--- config.mk ---
export PLATFORM = sky130hd
export DESIGN_NAME = tis_sequencer
export DESIGN_NICKNAME = d
export VERILOG_FILES = /design/src/tis_sequencer.v
export VERILOG_INCLUDE_DIRS = /design/src
export SDC_FILE = /design/constraint.sdc
export NUM_CORES = 1
export LEC_CHECK = 0
export BUFFER_PORTS_ARGS = -buffer_cell sky130_fd_sc_hd__buf_2
export CORE_MARGIN = 4
export CORE_UTILIZATION = 55
export CTS_CLUSTER_SIZE = 28
export DETAILED_ROUTE_END_ITERATION = 6
export PLACE_DENSITY = 0.75
export SYNTH_ARGS = -nofsm -noshare
export SYNTH_HDL_FRONTEND = slang
export SYNTH_SLANG_ARGS = --single-unit
--- constraint.sdc ---
create_clock -name pclk -period 22.5 [get_ports pclk]
set_input_delay 3.375 -clock pclk [delete_from_list [all_inputs] [get_ports pclk]]
set_output_delay 3.375 -clock pclk [all_outputs]
set_load 0.05 [all_outputs]
--- src/tis_map.vh ---
// Constants for the trap and interrupt sequencer: register offsets, fields, reset values, levels.
// Assumes a 32-bit APB slave at word-aligned byte offsets.
`ifndef TIS_MAP_VH
`define TIS_MAP_VH
// ****************************************
// Register offsets (byte addresses)
// ****************************************
`define TIS_CTRL_OFS 12'h000
`define TIS_STAT_OFS 12'h004
`define TIS_STACK_LIMIT_VALUE_OFS 12'h008
`define TIS_IFLAG_OFS 12'h00c
`define TIS_IEN_OFS 12'h010
`define TIS_IPRIO_OFS 12'h014
`define TIS_SHADOW_OFS 12'h018
// ****************************************
// Fields
// ****************************************
`define TIS_CTRL_ALTV 0
`define TIS_CTRL_MATHEN 1
`define TIS_CTRL_TRAPACK 2
`define TIS_STAT_CONFLICT 15
`define TIS_CTRL_RST 32'h00000000
`define TIS_STACK_LIMIT_VALUE_RST 16'hfffe
`define TIS_STACK_FLOOR 16'h0800
// ****************************************
// Levels and vectors
// ****************************************
`define TIS_LVL_MATH 4'hb
`define TIS_LVL_ADDR 4'hc
`define TIS_LVL_STACK 4'hd
`define TIS_LVL_OSC 4'he
`define TIS_LVL_BLOCK 4'h7
`define TIS_ALT_BASE 8'h80
`define TIS_NUM_IRQ 8
`endif

--- src/tis_sequencer.v ---
// Trap and interrupt sequencer: reset causes, trap detection, interrupt acceptance, context stacking.
// Assumes core event inputs synchronous to pclk, one per instruction cycle; registers over APB.
// Function
// - Reset request on external, watchdog, brownout, uninit pointer, bad opcode, lockout
// - Flushed illegal opcode never raises the bad opcode reset request
// - Traps are unmaskable and wait for the faulting instruction to complete
// - Priority msb set while trap runs, clear during interrupts
// - Level 7 with no trap blocks interrupts but admits traps
// - Divide by zero aborts divide and raises math trap
// - If enabled, overflow from bit 31 without guard bits, or from bit 39 without saturation, raises math trap
// - Oversized shift amount raises math trap
// - Misaligned, unimplemented access or vector-space fetch raises address trap
// - Branch or execution into unimplemented program memory raises address trap
// - Split-space accesses into the other space count as unimplemented
// - Stack pointer above limit or below 0x0800 raises stack trap
// - Oscillator failover raises oscillator trap
// - Math at 11, address 12, stack 13, oscillator 14; fixed priority
// - Hard traps need acknowledge; lower hard trap meanwhile is a conflict
// - Conflict resets device and sets conflict flag bit 15
// - Flags sampled each cycle, gated by enables, then prioritised
// - Interrupt only when priority strictly above current level
// - Accept pushes pc and status byte, loads new level
// - Return pops pc and status byte
// - Alternate select routes every vector to the alternate table
// - Shadow copies written by shadow push, restored by shadow pop only
`default_nettype none
`include "tis_map.vh"
module tis_sequencer (
    // APB
    input wire pclk,
    input wire presetn,
    input wire psel,
    input wire penable,
    input wire pwrite,
    input wire [11:0] paddr,
    input wire [31:0] pwdata,
    output reg [31:0] prdata,
    output reg pready,
    output reg pslverr,
    // Reset causes
    input wire ext_reset,
    input wire wdt_timeout,
    input wire brownout_reset,
    input wire uninit_w_ptr,
    input wire illegal_opcode,
    input wire opcode_flushed,
    // Trap causes
    input wire insn_complete,
    input wire div_by_zero,
    input wire acc_ovf31,
    input wire guard_bits_used,
    input wire acc_ovf39,
    input wire saturation_on,
    input wire shift_too_big,
    input wire misaligned_word,
    input wire unimpl_data,
    input wire unimpl_prog,
    input wire vector_fetch,
    input wire mac_class,
    input wire mac_x_in_y,
    input wire mac_y_in_x,
    input wire branch_unimpl,
    input wire pc_unimpl_exec,
    input wire sp_load,
    input wire [15:0] sp_value,
    input wire osc_fail,
    // Interrupt sequencing
    input wire [23:0] pc_in,
    input wire [7:0] status_low_byte,
    input wire return_from_interrupt_op,
    input wire shadow_push,
    input wire shadow_pop,
    input wire [4:0] sr_flags_in,
    input wire [63:0] w03_in,
    input wire [`TIS_NUM_IRQ-1:0] irq_events,
    // Outputs to core
    output reg reset_req,
    output reg div_abort,
    output reg take_exception,
    output reg [7:0] vector_addr,
    output reg [3:0] cpu_priority_level,
    output reg priority_level_msb,
    output reg [23:0] pc_out,
    output reg [7:0] status_out,
    output reg restore_valid,
    output reg [4:0] sr_flags_out,
    output reg [63:0] w03_out
);
// ****************************************
// Registers
// ****************************************
reg alt_vector_select_q, math_en_q, trap_conflict_reset_flag_q;
reg [15:0] stack_limit_value_q;
reg [`TIS_NUM_IRQ-1:0] interrupt_flag_regs_q, interrupt_enable_regs_q;
reg [23:0] iprio_q;
reg [3:0] hard_pend_q;
reg [3:0] soft_pend_q;

// ****************************************
// Context stack
// ****************************************
// Context frames: saved trap level, status byte, pc. The status byte carries only three level
// bits, so the trap level rides along and a nested trap returns into its outer trap intact.
// Sixteen frames; deeper nesting wraps and overwrites the oldest frame.
reg [35:0] stk_pc_q [0:15];
reg [3:0] sp_q;
reg [3:0] level_q;
reg [3:0] trap_lvl_q;
reg trap_act_q;
reg [4:0] shadow_flags_q;
reg [63:0] shadow_w_q;
wire [3:0] top_idx = sp_q - 4'h1;
wire [35:0] top_frame = stk_pc_q[top_idx];
wire [3:0] ret_trap_lvl = top_frame[35:32];
wire wr = psel & penable & pwrite;
wire rd_acc = psel & ~pwrite;

function [3:0] top_hard;
    input [3:0] p;
    begin
        top_hard = p[2] ? `TIS_LVL_OSC : p[1] ? `TIS_LVL_STACK : p[0] ? `TIS_LVL_ADDR : 4'h0;
    end
endfunction

// ****************************************
// Trap detection
// ****************************************
// Pending traps are held until taken (soft) or acknowledged by software (hard)
wire math_c = div_by_zero | shift_too_big
    | (math_en_q & ((acc_ovf31 & ~guard_bits_used) | (acc_ovf39 & ~saturation_on)));
wire mac_bad = mac_class & (mac_x_in_y | mac_y_in_x);
wire addr_c = misaligned_word | unimpl_data | unimpl_prog | vector_fetch
    | mac_bad | branch_unimpl | pc_unimpl_exec;
wire stack_c = sp_load & ((sp_value > stack_limit_value_q) | (sp_value < `TIS_STACK_FLOOR));
wire [2:0] hard_new = {osc_fail, stack_c, addr_c};
wire [3:0] held_top = top_hard({1'b0, hard_pend_q[2:0]});
wire [3:0] cur_hard = (trap_act_q && trap_lvl_q >= `TIS_LVL_ADDR) ? trap_lvl_q : 4'h0;
wire [3:0] block_lvl = (held_top > cur_hard) ? held_top : cur_hard;

// ****************************************
// Lockout detection
// ****************************************
// A lower hard trap arriving under a higher pending or running one cannot be nested safely
reg conflict;
integer k;
always @* begin
    conflict = 1'b0;
    for (k = 0; k < 3; k = k + 1) begin
        if (hard_new[k] && block_lvl > (`TIS_LVL_ADDR + k[3:0])) begin
            conflict = 1'b1;
        end
    end
    // Simultaneous address and stack faults lock out at once
    if (hard_new[0] & hard_new[1]) begin
        conflict = 1'b1;
    end
end

// ****************************************
// Reset causes
// ****************************************
// Lockout shares the reset path so a conflict ends all sequencing at once
wire illegal_ok = illegal_opcode & ~opcode_flushed;
wire rst_now = ext_reset | wdt_timeout | brownout_reset | uninit_w_ptr | illegal_ok | conflict;

// ****************************************
// Interrupt selection
// ****************************************
reg [3:0] best_lvl;
reg [2:0] best_idx;
reg [2:0] pr;
integer i;
always @* begin
    best_lvl = 4'h0;
    best_idx = 3'h0;
    pr = 3'h0;
    for (i = `TIS_NUM_IRQ - 1; i >= 0; i = i - 1) begin
        pr = iprio_q[3*i +: 3];
        if (interrupt_flag_regs_q[i] && interrupt_enable_regs_q[i] && {1'b0, pr} >= best_lvl && pr != 3'h0) begin
            best_lvl = {1'b0, pr};
            best_idx = i[2:0];
        end
    end
end
wire [3:0] pend_trap = hard_pend_q[2:0] != 3'h0 ? top_hard({1'b0, hard_pend_q[2:0]})
    : (soft_pend_q[0] ? `TIS_LVL_MATH : 4'h0);
wire trap_go = insn_complete && pend_trap > level_q && pend_trap > trap_lvl_q;
// Level 7 blocks every request because request priorities are only three bits wide
wire irq_go = insn_complete && !trap_go && !trap_act_q && best_lvl > level_q;
wire [7:0] base = alt_vector_select_q ? `TIS_ALT_BASE : 8'h00;

// ****************************************
// Sequencing
// ****************************************
always @(posedge pclk or negedge presetn) begin
    if (!presetn) begin
        reset_req <= 1'b0;
        div_abort <= 1'b0;
        take_exception <= 1'b0;
        vector_addr <= 8'h00;
        cpu_priority_level <= 4'h0;
        priority_level_msb <= 1'b0;
        pc_out <= 24'h000000;
        status_out <= 8'h00;
        restore_valid <= 1'b0;
        sr_flags_out <= 5'h00;
        w03_out <= 64'h0;
        hard_pend_q <= 4'h0;
        soft_pend_q <= 4'h0;
        sp_q <= 4'h0;
        level_q <= 4'h0;
        trap_lvl_q <= 4'h0;
        trap_act_q <= 1'b0;
        shadow_flags_q <= 5'h00;
        shadow_w_q <= 64'h0;
        interrupt_flag_regs_q <= 8'h00;
        trap_conflict_reset_flag_q <= 1'b0;
    end else begin
        reset_req <= rst_now;
        div_abort <= div_by_zero;
        take_exception <= 1'b0;
        restore_valid <= 1'b0;
        // Set wins over a software clear in the same cycle
        interrupt_flag_regs_q <= ((wr && paddr == `TIS_IFLAG_OFS) ? pwdata[7:0] : interrupt_flag_regs_q)
            | irq_events;
        if (conflict) begin
            trap_conflict_reset_flag_q <= 1'b1;
        end else if (wr && paddr == `TIS_STAT_OFS && pwdata[`TIS_STAT_CONFLICT]) begin
            trap_conflict_reset_flag_q <= 1'b0;
        end
        if (rst_now) begin
            hard_pend_q <= 4'h0;
            soft_pend_q <= 4'h0;
            trap_act_q <= 1'b0;
            trap_lvl_q <= 4'h0;
            level_q <= 4'h0;
            sp_q <= 4'h0;
        end else begin
            hard_pend_q <= hard_pend_q | {1'b0, hard_new};
            soft_pend_q[0] <= soft_pend_q[0] | math_c;
            // Vector and level are registered with the take pulse; the level reaches the core a cycle later
            if (trap_go) begin
                stk_pc_q[sp_q] <= {trap_lvl_q, status_low_byte, pc_in};
                sp_q <= sp_q + 4'h1;
                trap_act_q <= 1'b1;
                trap_lvl_q <= pend_trap;
                level_q <= pend_trap;
                take_exception <= 1'b1;
                vector_addr <= base | {4'h0, pend_trap};
                if (pend_trap == `TIS_LVL_MATH) begin
                    soft_pend_q[0] <= math_c;
                end
            end else if (irq_go) begin
                stk_pc_q[sp_q] <= {trap_lvl_q, status_low_byte, pc_in};
                sp_q <= sp_q + 4'h1;
                level_q <= best_lvl;
                take_exception <= 1'b1;
                vector_addr <= base | (8'h08 + {5'h00, best_idx});
            end else if (return_from_interrupt_op && sp_q != 4'h0) begin
                pc_out <= top_frame[23:0];
                status_out <= top_frame[31:24];
                restore_valid <= 1'b1;
                sp_q <= sp_q - 4'h1;
                // Returning into an outer trap keeps the msb set
                if (ret_trap_lvl != 4'h0) begin
                    level_q <= ret_trap_lvl;
                    trap_act_q <= 1'b1;
                    trap_lvl_q <= ret_trap_lvl;
                end else begin
                    level_q <= {1'b0, top_frame[31:29]};
                    trap_act_q <= 1'b0;
                    trap_lvl_q <= 4'h0;
                end
            end
            // Software acknowledges hard traps; until then the trap stays pending in hard_pend_q, so a lower hard trap is a conflict
            if (wr && paddr == `TIS_CTRL_OFS && pwdata[`TIS_CTRL_TRAPACK]) begin
                hard_pend_q <= {1'b0, hard_new};
            end
        end
        cpu_priority_level <= level_q;
        priority_level_msb <= trap_act_q;
        // ****************************************
        // Shadow context
        // ****************************************
        // One level deep: a nested push overwrites the outer copy
        if (shadow_push) begin
            shadow_flags_q <= sr_flags_in;
            shadow_w_q <= w03_in;
        end
        if (shadow_pop) begin
            sr_flags_out <= shadow_flags_q;
            w03_out <= shadow_w_q;
        end
    end
end

// ****************************************
// APB slave, zero wait states
// ****************************************
always @(posedge pclk or negedge presetn) begin
    if (!presetn) begin
        alt_vector_select_q <= 1'b0;
        math_en_q <= 1'b0;
        stack_limit_value_q <= `TIS_STACK_LIMIT_VALUE_RST;
        interrupt_enable_regs_q <= 8'h00;
        iprio_q <= 24'h924924;
        prdata <= 32'h0;
        pready <= 1'b0;
        pslverr <= 1'b0;
    end else begin
        pready <= psel & ~penable;
        pslverr <= 1'b0;
        if (wr) begin
            case (paddr)
                `TIS_CTRL_OFS: begin
                    alt_vector_select_q <= pwdata[`TIS_CTRL_ALTV];
                    math_en_q <= pwdata[`TIS_CTRL_MATHEN];
                end
                `TIS_STACK_LIMIT_VALUE_OFS: stack_limit_value_q <= pwdata[15:0];
                `TIS_IEN_OFS: interrupt_enable_regs_q <= pwdata[7:0];
                `TIS_IPRIO_OFS: iprio_q <= pwdata[23:0];
                default: ;
            endcase
        end
        // Read data is captured in the setup cycle so it stands with pready
        // Unmapped reads return zero; no error response is ever given
        if (rd_acc && !penable) begin
            case (paddr)
                `TIS_CTRL_OFS: prdata <= {30'h0, math_en_q, alt_vector_select_q};
                `TIS_STAT_OFS: prdata <= {16'h0, trap_conflict_reset_flag_q, 3'h0, trap_act_q, hard_pend_q[2:0],
                    soft_pend_q[0], 3'h0, level_q};
                `TIS_STACK_LIMIT_VALUE_OFS: prdata <= {16'h0, stack_limit_value_q};
                `TIS_IFLAG_OFS: prdata <= {24'h0, interrupt_flag_regs_q};
                `TIS_IEN_OFS: prdata <= {24'h0, interrupt_enable_regs_q};
                `TIS_IPRIO_OFS: prdata <= {8'h0, iprio_q};
                `TIS_SHADOW_OFS: prdata <= {27'h0, shadow_flags_q};
                default: prdata <= 32'h0;
            endcase
        end
    end
end
endmodule // tis_sequencer
`default_nettype wire

=== After elaboration in Yosys (flattened, before gate mapping) ===
Memory sizes are Yosys's and may differ from the RTL's.
Cells that the tools add are included.

* Register bits: 297
* Bits in writable memories: 576
* Bits of input ports: 201
* Output and inout port bits: 152
* Word-level logic and storage cells: 237
* Memories kept: 1

* $add $sub $neg: 3
* $lt $le $gt $ge: 17
* Eq/ne operators: 8
* Muxes and demuxes: 72
* Bitwise logic cells: 41
* Reduce and logical (&&, ||, !) cells: 67

{| class="wikitable"
|+ Memories
! name !! words !! bits a word !! read ports !! clocked after memory_dff !! wr ports !! line !! source
|-
| stk_pc_q || 16 || 36 || 1 || 0 || 1 || tis_sequencer.v:105 || <nowiki>reg [35:0] stk_pc_q [0:15];</nowiki>
|}

{| class="wikitable"
|+ Operators with widths
! cell !! count
|-
| $pmux 24 s7 || 1
|-
| $mux 4 || 30
|-
| $logic_and 1x1->1 || 41
|-
| $eq 12x5->1 const B || 3
|-
| $mux 36 || 1
|-
| $mux 8 || 4
|-
| $reduce_bool 3->1 || 10
|-
| $ge 3x4->1 || 7
|-
| $mux 1 || 27
|-
| $mux 3 || 9
|-
| $eq 12x4->1 const B || 2
|-
| $or 1x1->1 || 18
|-
| $gt 16x16->1 || 1
|-
| $gt 4x4->1 || 4
|-
| $lt 16x12->1 const B || 1
|-
| $eq 12x3->1 const B || 1
|-
| $gt 4x4->1 const B || 3
|-
| $logic_not 12->1 || 1
|-
| $reduce_and 2->1 || 6
|-
| $reduce_bool 4->1 || 3
|-
| $and 1x1->1 || 11
|-
| $not 1->1 || 8
|-
| $or 8x4->8 || 1
|-
| $or 8x5->8 || 1
|-
| other kinds (11) || 14
|}

=== Depth between registers and ports, before layout ===
* Depth in word-level cells: 39
* Gate-level depth with buffers: 58

=== Worst setup path before layout ===
Ideal clock, no wire load.

* Path type: flip-flop to flip-flop
* From: register iprio_q[23]
* To: memory stk_pc_q[3][0], enable pin
* Setup time: 0.519 ns
* Data arrival time: 13.779 ns
* Required time: 21.981 ns
* Path slack: 8.202 ns
* Cell stages (with the launch flop): 55
* Buffers on the path: 1
* Path through: dfstp_2 nand3_1 ha_1 a21oi_1 o21ai_1 and3_1 a22o_1 ha_1 nand2b_1 nor2_1 nor2_1 and3_1 or2_1 a21o_1 ha_1 o21ai_0 or2_2 o32a_1 [... 19 more ...] a31oi_1 ha_1 nand2b_1 a21o_1 a21o_1 nand2_1 nand2_1 o22ai_1 a21oi_1 ha_1 nand3_1 nand3_1 a21oi_1 inv_1 a21boi_0 nand4_1 clkbuf_1 nor4_1

* Word-level cells in the longest chain between the ends: 39

{| class="wikitable"
|+ Ends and longest elaborated chain
! item !! line !! source
|-
| from (decl) || tis_sequencer.v:95 || <nowiki>reg [23:0] iprio_q;</nowiki>
|-
| from (signal assigned) || tis_sequencer.v:321 || <nowiki>`TIS_IPRIO_OFS: iprio_q <= pwdata[23:0];</nowiki>
|-
| $reduce_bool 3->1 || tis_sequencer.v:179 || <nowiki>if (interrupt_flag_regs_q[i] && interrupt_enable_regs_q[i] && {1'b0, pr} >= best_lvl && pr != 3'h0) begin</nowiki>
|-
| $logic_and 1x1->1 || tis_sequencer.v:179 ||
|-
| $mux 3 (*) || tis_sequencer.v:179 ||
|-
| $ge 3x4->1 || tis_sequencer.v:179 ||
|-
| $logic_and 1x1->1 (2 in series) || tis_sequencer.v:179 ||
|-
| $mux 4 (*) || tis_sequencer.v:179 ||
|-
| $ge 3x4->1 || tis_sequencer.v:179 ||
|-
| $logic_and 1x1->1 (2 in series) || tis_sequencer.v:179 ||
|-
| [... 21 more ...] || -- ||
|-
| $gt 4x4->1 (*) || tis_sequencer.v:189 || <nowiki>wire irq_go = insn_complete && !trap_go && !trap_act_q && best_lvl > level_q;</nowiki>
|-
| $logic_and 1x1->1 (*) || tis_sequencer.v:189 ||
|-
| $mux 1 (*) || tis_sequencer.v:253 || <nowiki>end else if (irq_go) begin</nowiki>
|-
| $mux 1 (*) || tis_sequencer.v:242 || <nowiki>if (trap_go) begin</nowiki>
|-
| $mux 1 (*) || tis_sequencer.v:231 || <nowiki>if (rst_now) begin</nowiki>
|-
| $logic_and 1x1->1 (not written as such) (*) || tis_sequencer.v:254 || <nowiki>stk_pc_q[sp_q] <= {trap_lvl_q, status_low_byte, pc_in};</nowiki>
|-
| $mux 1 (not written as such) (*) || tis_sequencer.v:254 ||
|-
| $or 1x1->1 (no source line) (*) || -- ||
|-
| to (decl) || tis_sequencer.v:105 ||
|}

Every way passes the cells marked *; elsewhere a longest branch is shown, timed or not.

=== Worst setup path after layout ===
* From: register iprio_q[23]
* To: memory stk_pc_q[5][24], enable pin

Same word-level chain as after synthesis.

==> metrics.txt <==
startpoint types=flip-flop; syn_area_per_cell=18.0 sq um; first-pass detailed-route iteration total=6; die area=0.0680 sq mm; initial antenna violation count=11; Max FO, Critical Path=20; post-cts sizing count=0; Post-synth EDFFs=576; ys flop type=edfxtp_1; nets=2577; kind of critical path=flip-flop to flip-flop; Min-Delay Path Class=flip-flop to flip-flop; run status=complete, no violations; maximum level of the CTS H-tree=3; Power Density=83.3 mW/mm^2; headroom to the max-slew limit=24.2%; count leader, synth=edfxtp_1; Die Wd=261 microns; placement row count=92; Slowest cell on crit path=o21ai_0; Fmax=69.2 MHz; slowest stage delay, CP=730 ps; DP Wirelength=50.6 mm; setup violators final=0; Synth Instances=1955; CTS tree=yes; final core occ=64.5%; main combinational cell family by area after synthesis=multiplexers; Tot GR Track Use=24.7%; vias=19900; Post-synth ARST share=33.1%; core area=0.0632 sq mm; Skew-Pair Late Insertion Delay=640 ps; Post-Synth XOR/XNOR Area=0.199%; final slew viol count=0; RSZ-0062 raised after global routing=no; Final GP Congestion=0.942; Post-Synth Adder-Cell Area=1.92%; synthesized area=0.0351 sq mm; initial core utilization=55.6%; largest net degree at the start of global routing=137; post-synth top area share=49.2%; Setup crit end kind=flip-flop; PortBufs=332; Routed Wire Length=84.6 mm; root buf cell=clkbuf_16; setup TNS=0 ps; Worst Skew=28.7 ps; Max-Cap Viols=0; min cycle time layout=14460 ps; Clock Path Buffers=3; Yosys warnings=0; list of most frequent post-synthesis cells=576 x edfxtp_1, 262 x dfrtp_1, 187 x mux2_2; Crit path required time=22780 ps; period utilization=64.3%; Clock Sink Count=861; ANT nets after route=0; CTS Hold Buffers Added=0; most used cell, CP=ha_1; setup bufs post-CTS=0; Yosys top cell by area=edfxtp_1; vias per inst=6.12; WL/cell=26.0 microns; Simple-Gate Fraction of Synth Area=3.94%; first-pass GRT wire length=126 mm; VDD IR max=0.0829 mV; drt drc=0; 1st-iter DRT viols=2262; Overflow after GRT=0; leakage power=15.4 nW; vias in the first global route=20300; CTS clk-pin slew, worst paths=60 ps; layout cell share with drive strength beyond 1=38.7%; post-synth cell types=83; CTS Buf Count=87; DIE HEIGHT=261 microns; total power=3.40 mW; Least-Margin Pin Slew=1140 ps; Finished Layout Cells=3248; Compound-Gate Fraction of Synth Area=4.54%; Synth Register Bits=861; top cells by area, synth=edfxtp_1 49%, dfrtp_1 19%, mux4_2 12%; synthesis-to-finish area growth=16.1%; CP Data Arrival Time=14750 ps; placed insts=3079; mux cell area share after synthesis=17.9%; Final Hold Violating Endpoints=0; IO Pins=353; sequential fraction of the synthesis area=69.6%
cell type report:
type	instances	area (sq um)
tap	846	1060
clock buffer	118	2430
timing repair buffer	365	1940
inverter	56	210
antenna	7	17.5
clock inverter	44	508
fill	4290	22400
multi-input combinational	951	10200
sequential	861	24500
critical path: cells and delay by family (launching register included):
family          cells  cell delay (ps)
compound gates     21             5590
flops               1              550
buf+inv             2              680
simple gates       24             4880
fa+ha+maj           8             2390
flip-flops by register name (all words and copies together), names as in the netlist, 3 cells and up:
| register | cells |
|---|---|
| stk_pc_q | 576 |
| shadow_w_q | 64 |
| w03_out | 64 |
| iprio_q | 24 |
| pc_out | 24 |
| prdata | 24 |
| stack_limit_value_q | 16 |
| interrupt_enable_regs_q | 8 |
| interrupt_flag_regs_q | 8 |
| status_out | 8 |
| shadow_flags_q | 5 |
| sr_flags_out | 5 |
| vector_addr | 5 |
| cpu_priority_level | 4 |
| level_q | 4 |
| sp_q | 4 |
| trap_lvl_q | 4 |
| hard_pend_q | 3 |
cells in the final DEF, fill, tap and decap left out, types with 13 or more instances in the layout:
cell and n:
a21o_1 13, a21oi_1 33, a22oi_1 14, buf_2 331
buf_4 31, clkbuf_1 17, clkbuf_16 87, clkbuf_8 14
clkinv_2 16, dfrtp_1 261, dfstp_2 23, edfxtp_1 576
ha_1 53, inv_1 55, mux2_2 187, mux4_2 180
nand2_1 91, nand3_1 25, nor2_1 34, nor2b_1 17
nor3_1 13, o21ai_0 53
report_power, final:
| part | internal [mW] | switching [mW] |
|---|---|---|
| Sequential | 1.72 | 0.0178 |
| Clock | 0.849 | 0.612 |
| Combinational | 0.0587 | 0.138 |
| Total | 2.63 | 0.768 |
kinds of logic (layout without fill, tap and decap cells):
| kind of cell | Yosys count | after routing |
|---|---|---|
| DFF | 861 | 861 |
| muxes | 378 | 378 |
| and+or+nand+nor | 273 | 273 |
| AOI/OAI and AO/OA | 229 | 229 |
| buffers and inverters | 154 | 583 |
| adders and majority gates | 54 | 54 |
| xor gates and xnor gates | 5 | 5 |
| other | 1 | 19 |
routing by layer:
layer	wire length, microns	vias to the layer above	track usage, %	part of all wire (%)
met5	38	-	0	0.045
met2	42100	964	41.0	50
met4	2450	6	7.25	2.9
met3	7180	165	4.97	8.5
li1	-	8496	-	-
met1	32900	10300	33.8	39
per-stage QoR:
step / setup slack [ps] / instance area, sq um / hold slack, ps
3_3_place_gp: 8700 / 37800 / 462
2_1_floorplan: 8200 / 35200 / 394
4_1_cts: 8200 / 40800 / 478
5_1_grt: 7090 / 40800 / 494
3_5_place_dp: 8380 / 37800 / 465
6_report: 8040 / 40800 / 471
final timing paths:
path | start | to | slack [ps] | cells past startpoint
min in group asynchronous | presetn | interrupt_flag_regs_q[7] | 2760 | 1
max reg2reg | iprio_q[23] | stk_pc_q[5][24] | 8040 | 55
min reg2reg | prdata[19] | prdata[19] | 470 | 2
max | iprio_q[23] | stk_pc_q[5][24] | 8040 | 55
max in group asynchronous | presetn | prdata[20] | 18340 | 2
min | prdata[19] | prdata[19] | 470 | 2
Note: power is estimated with default switching activity, not from simulation.
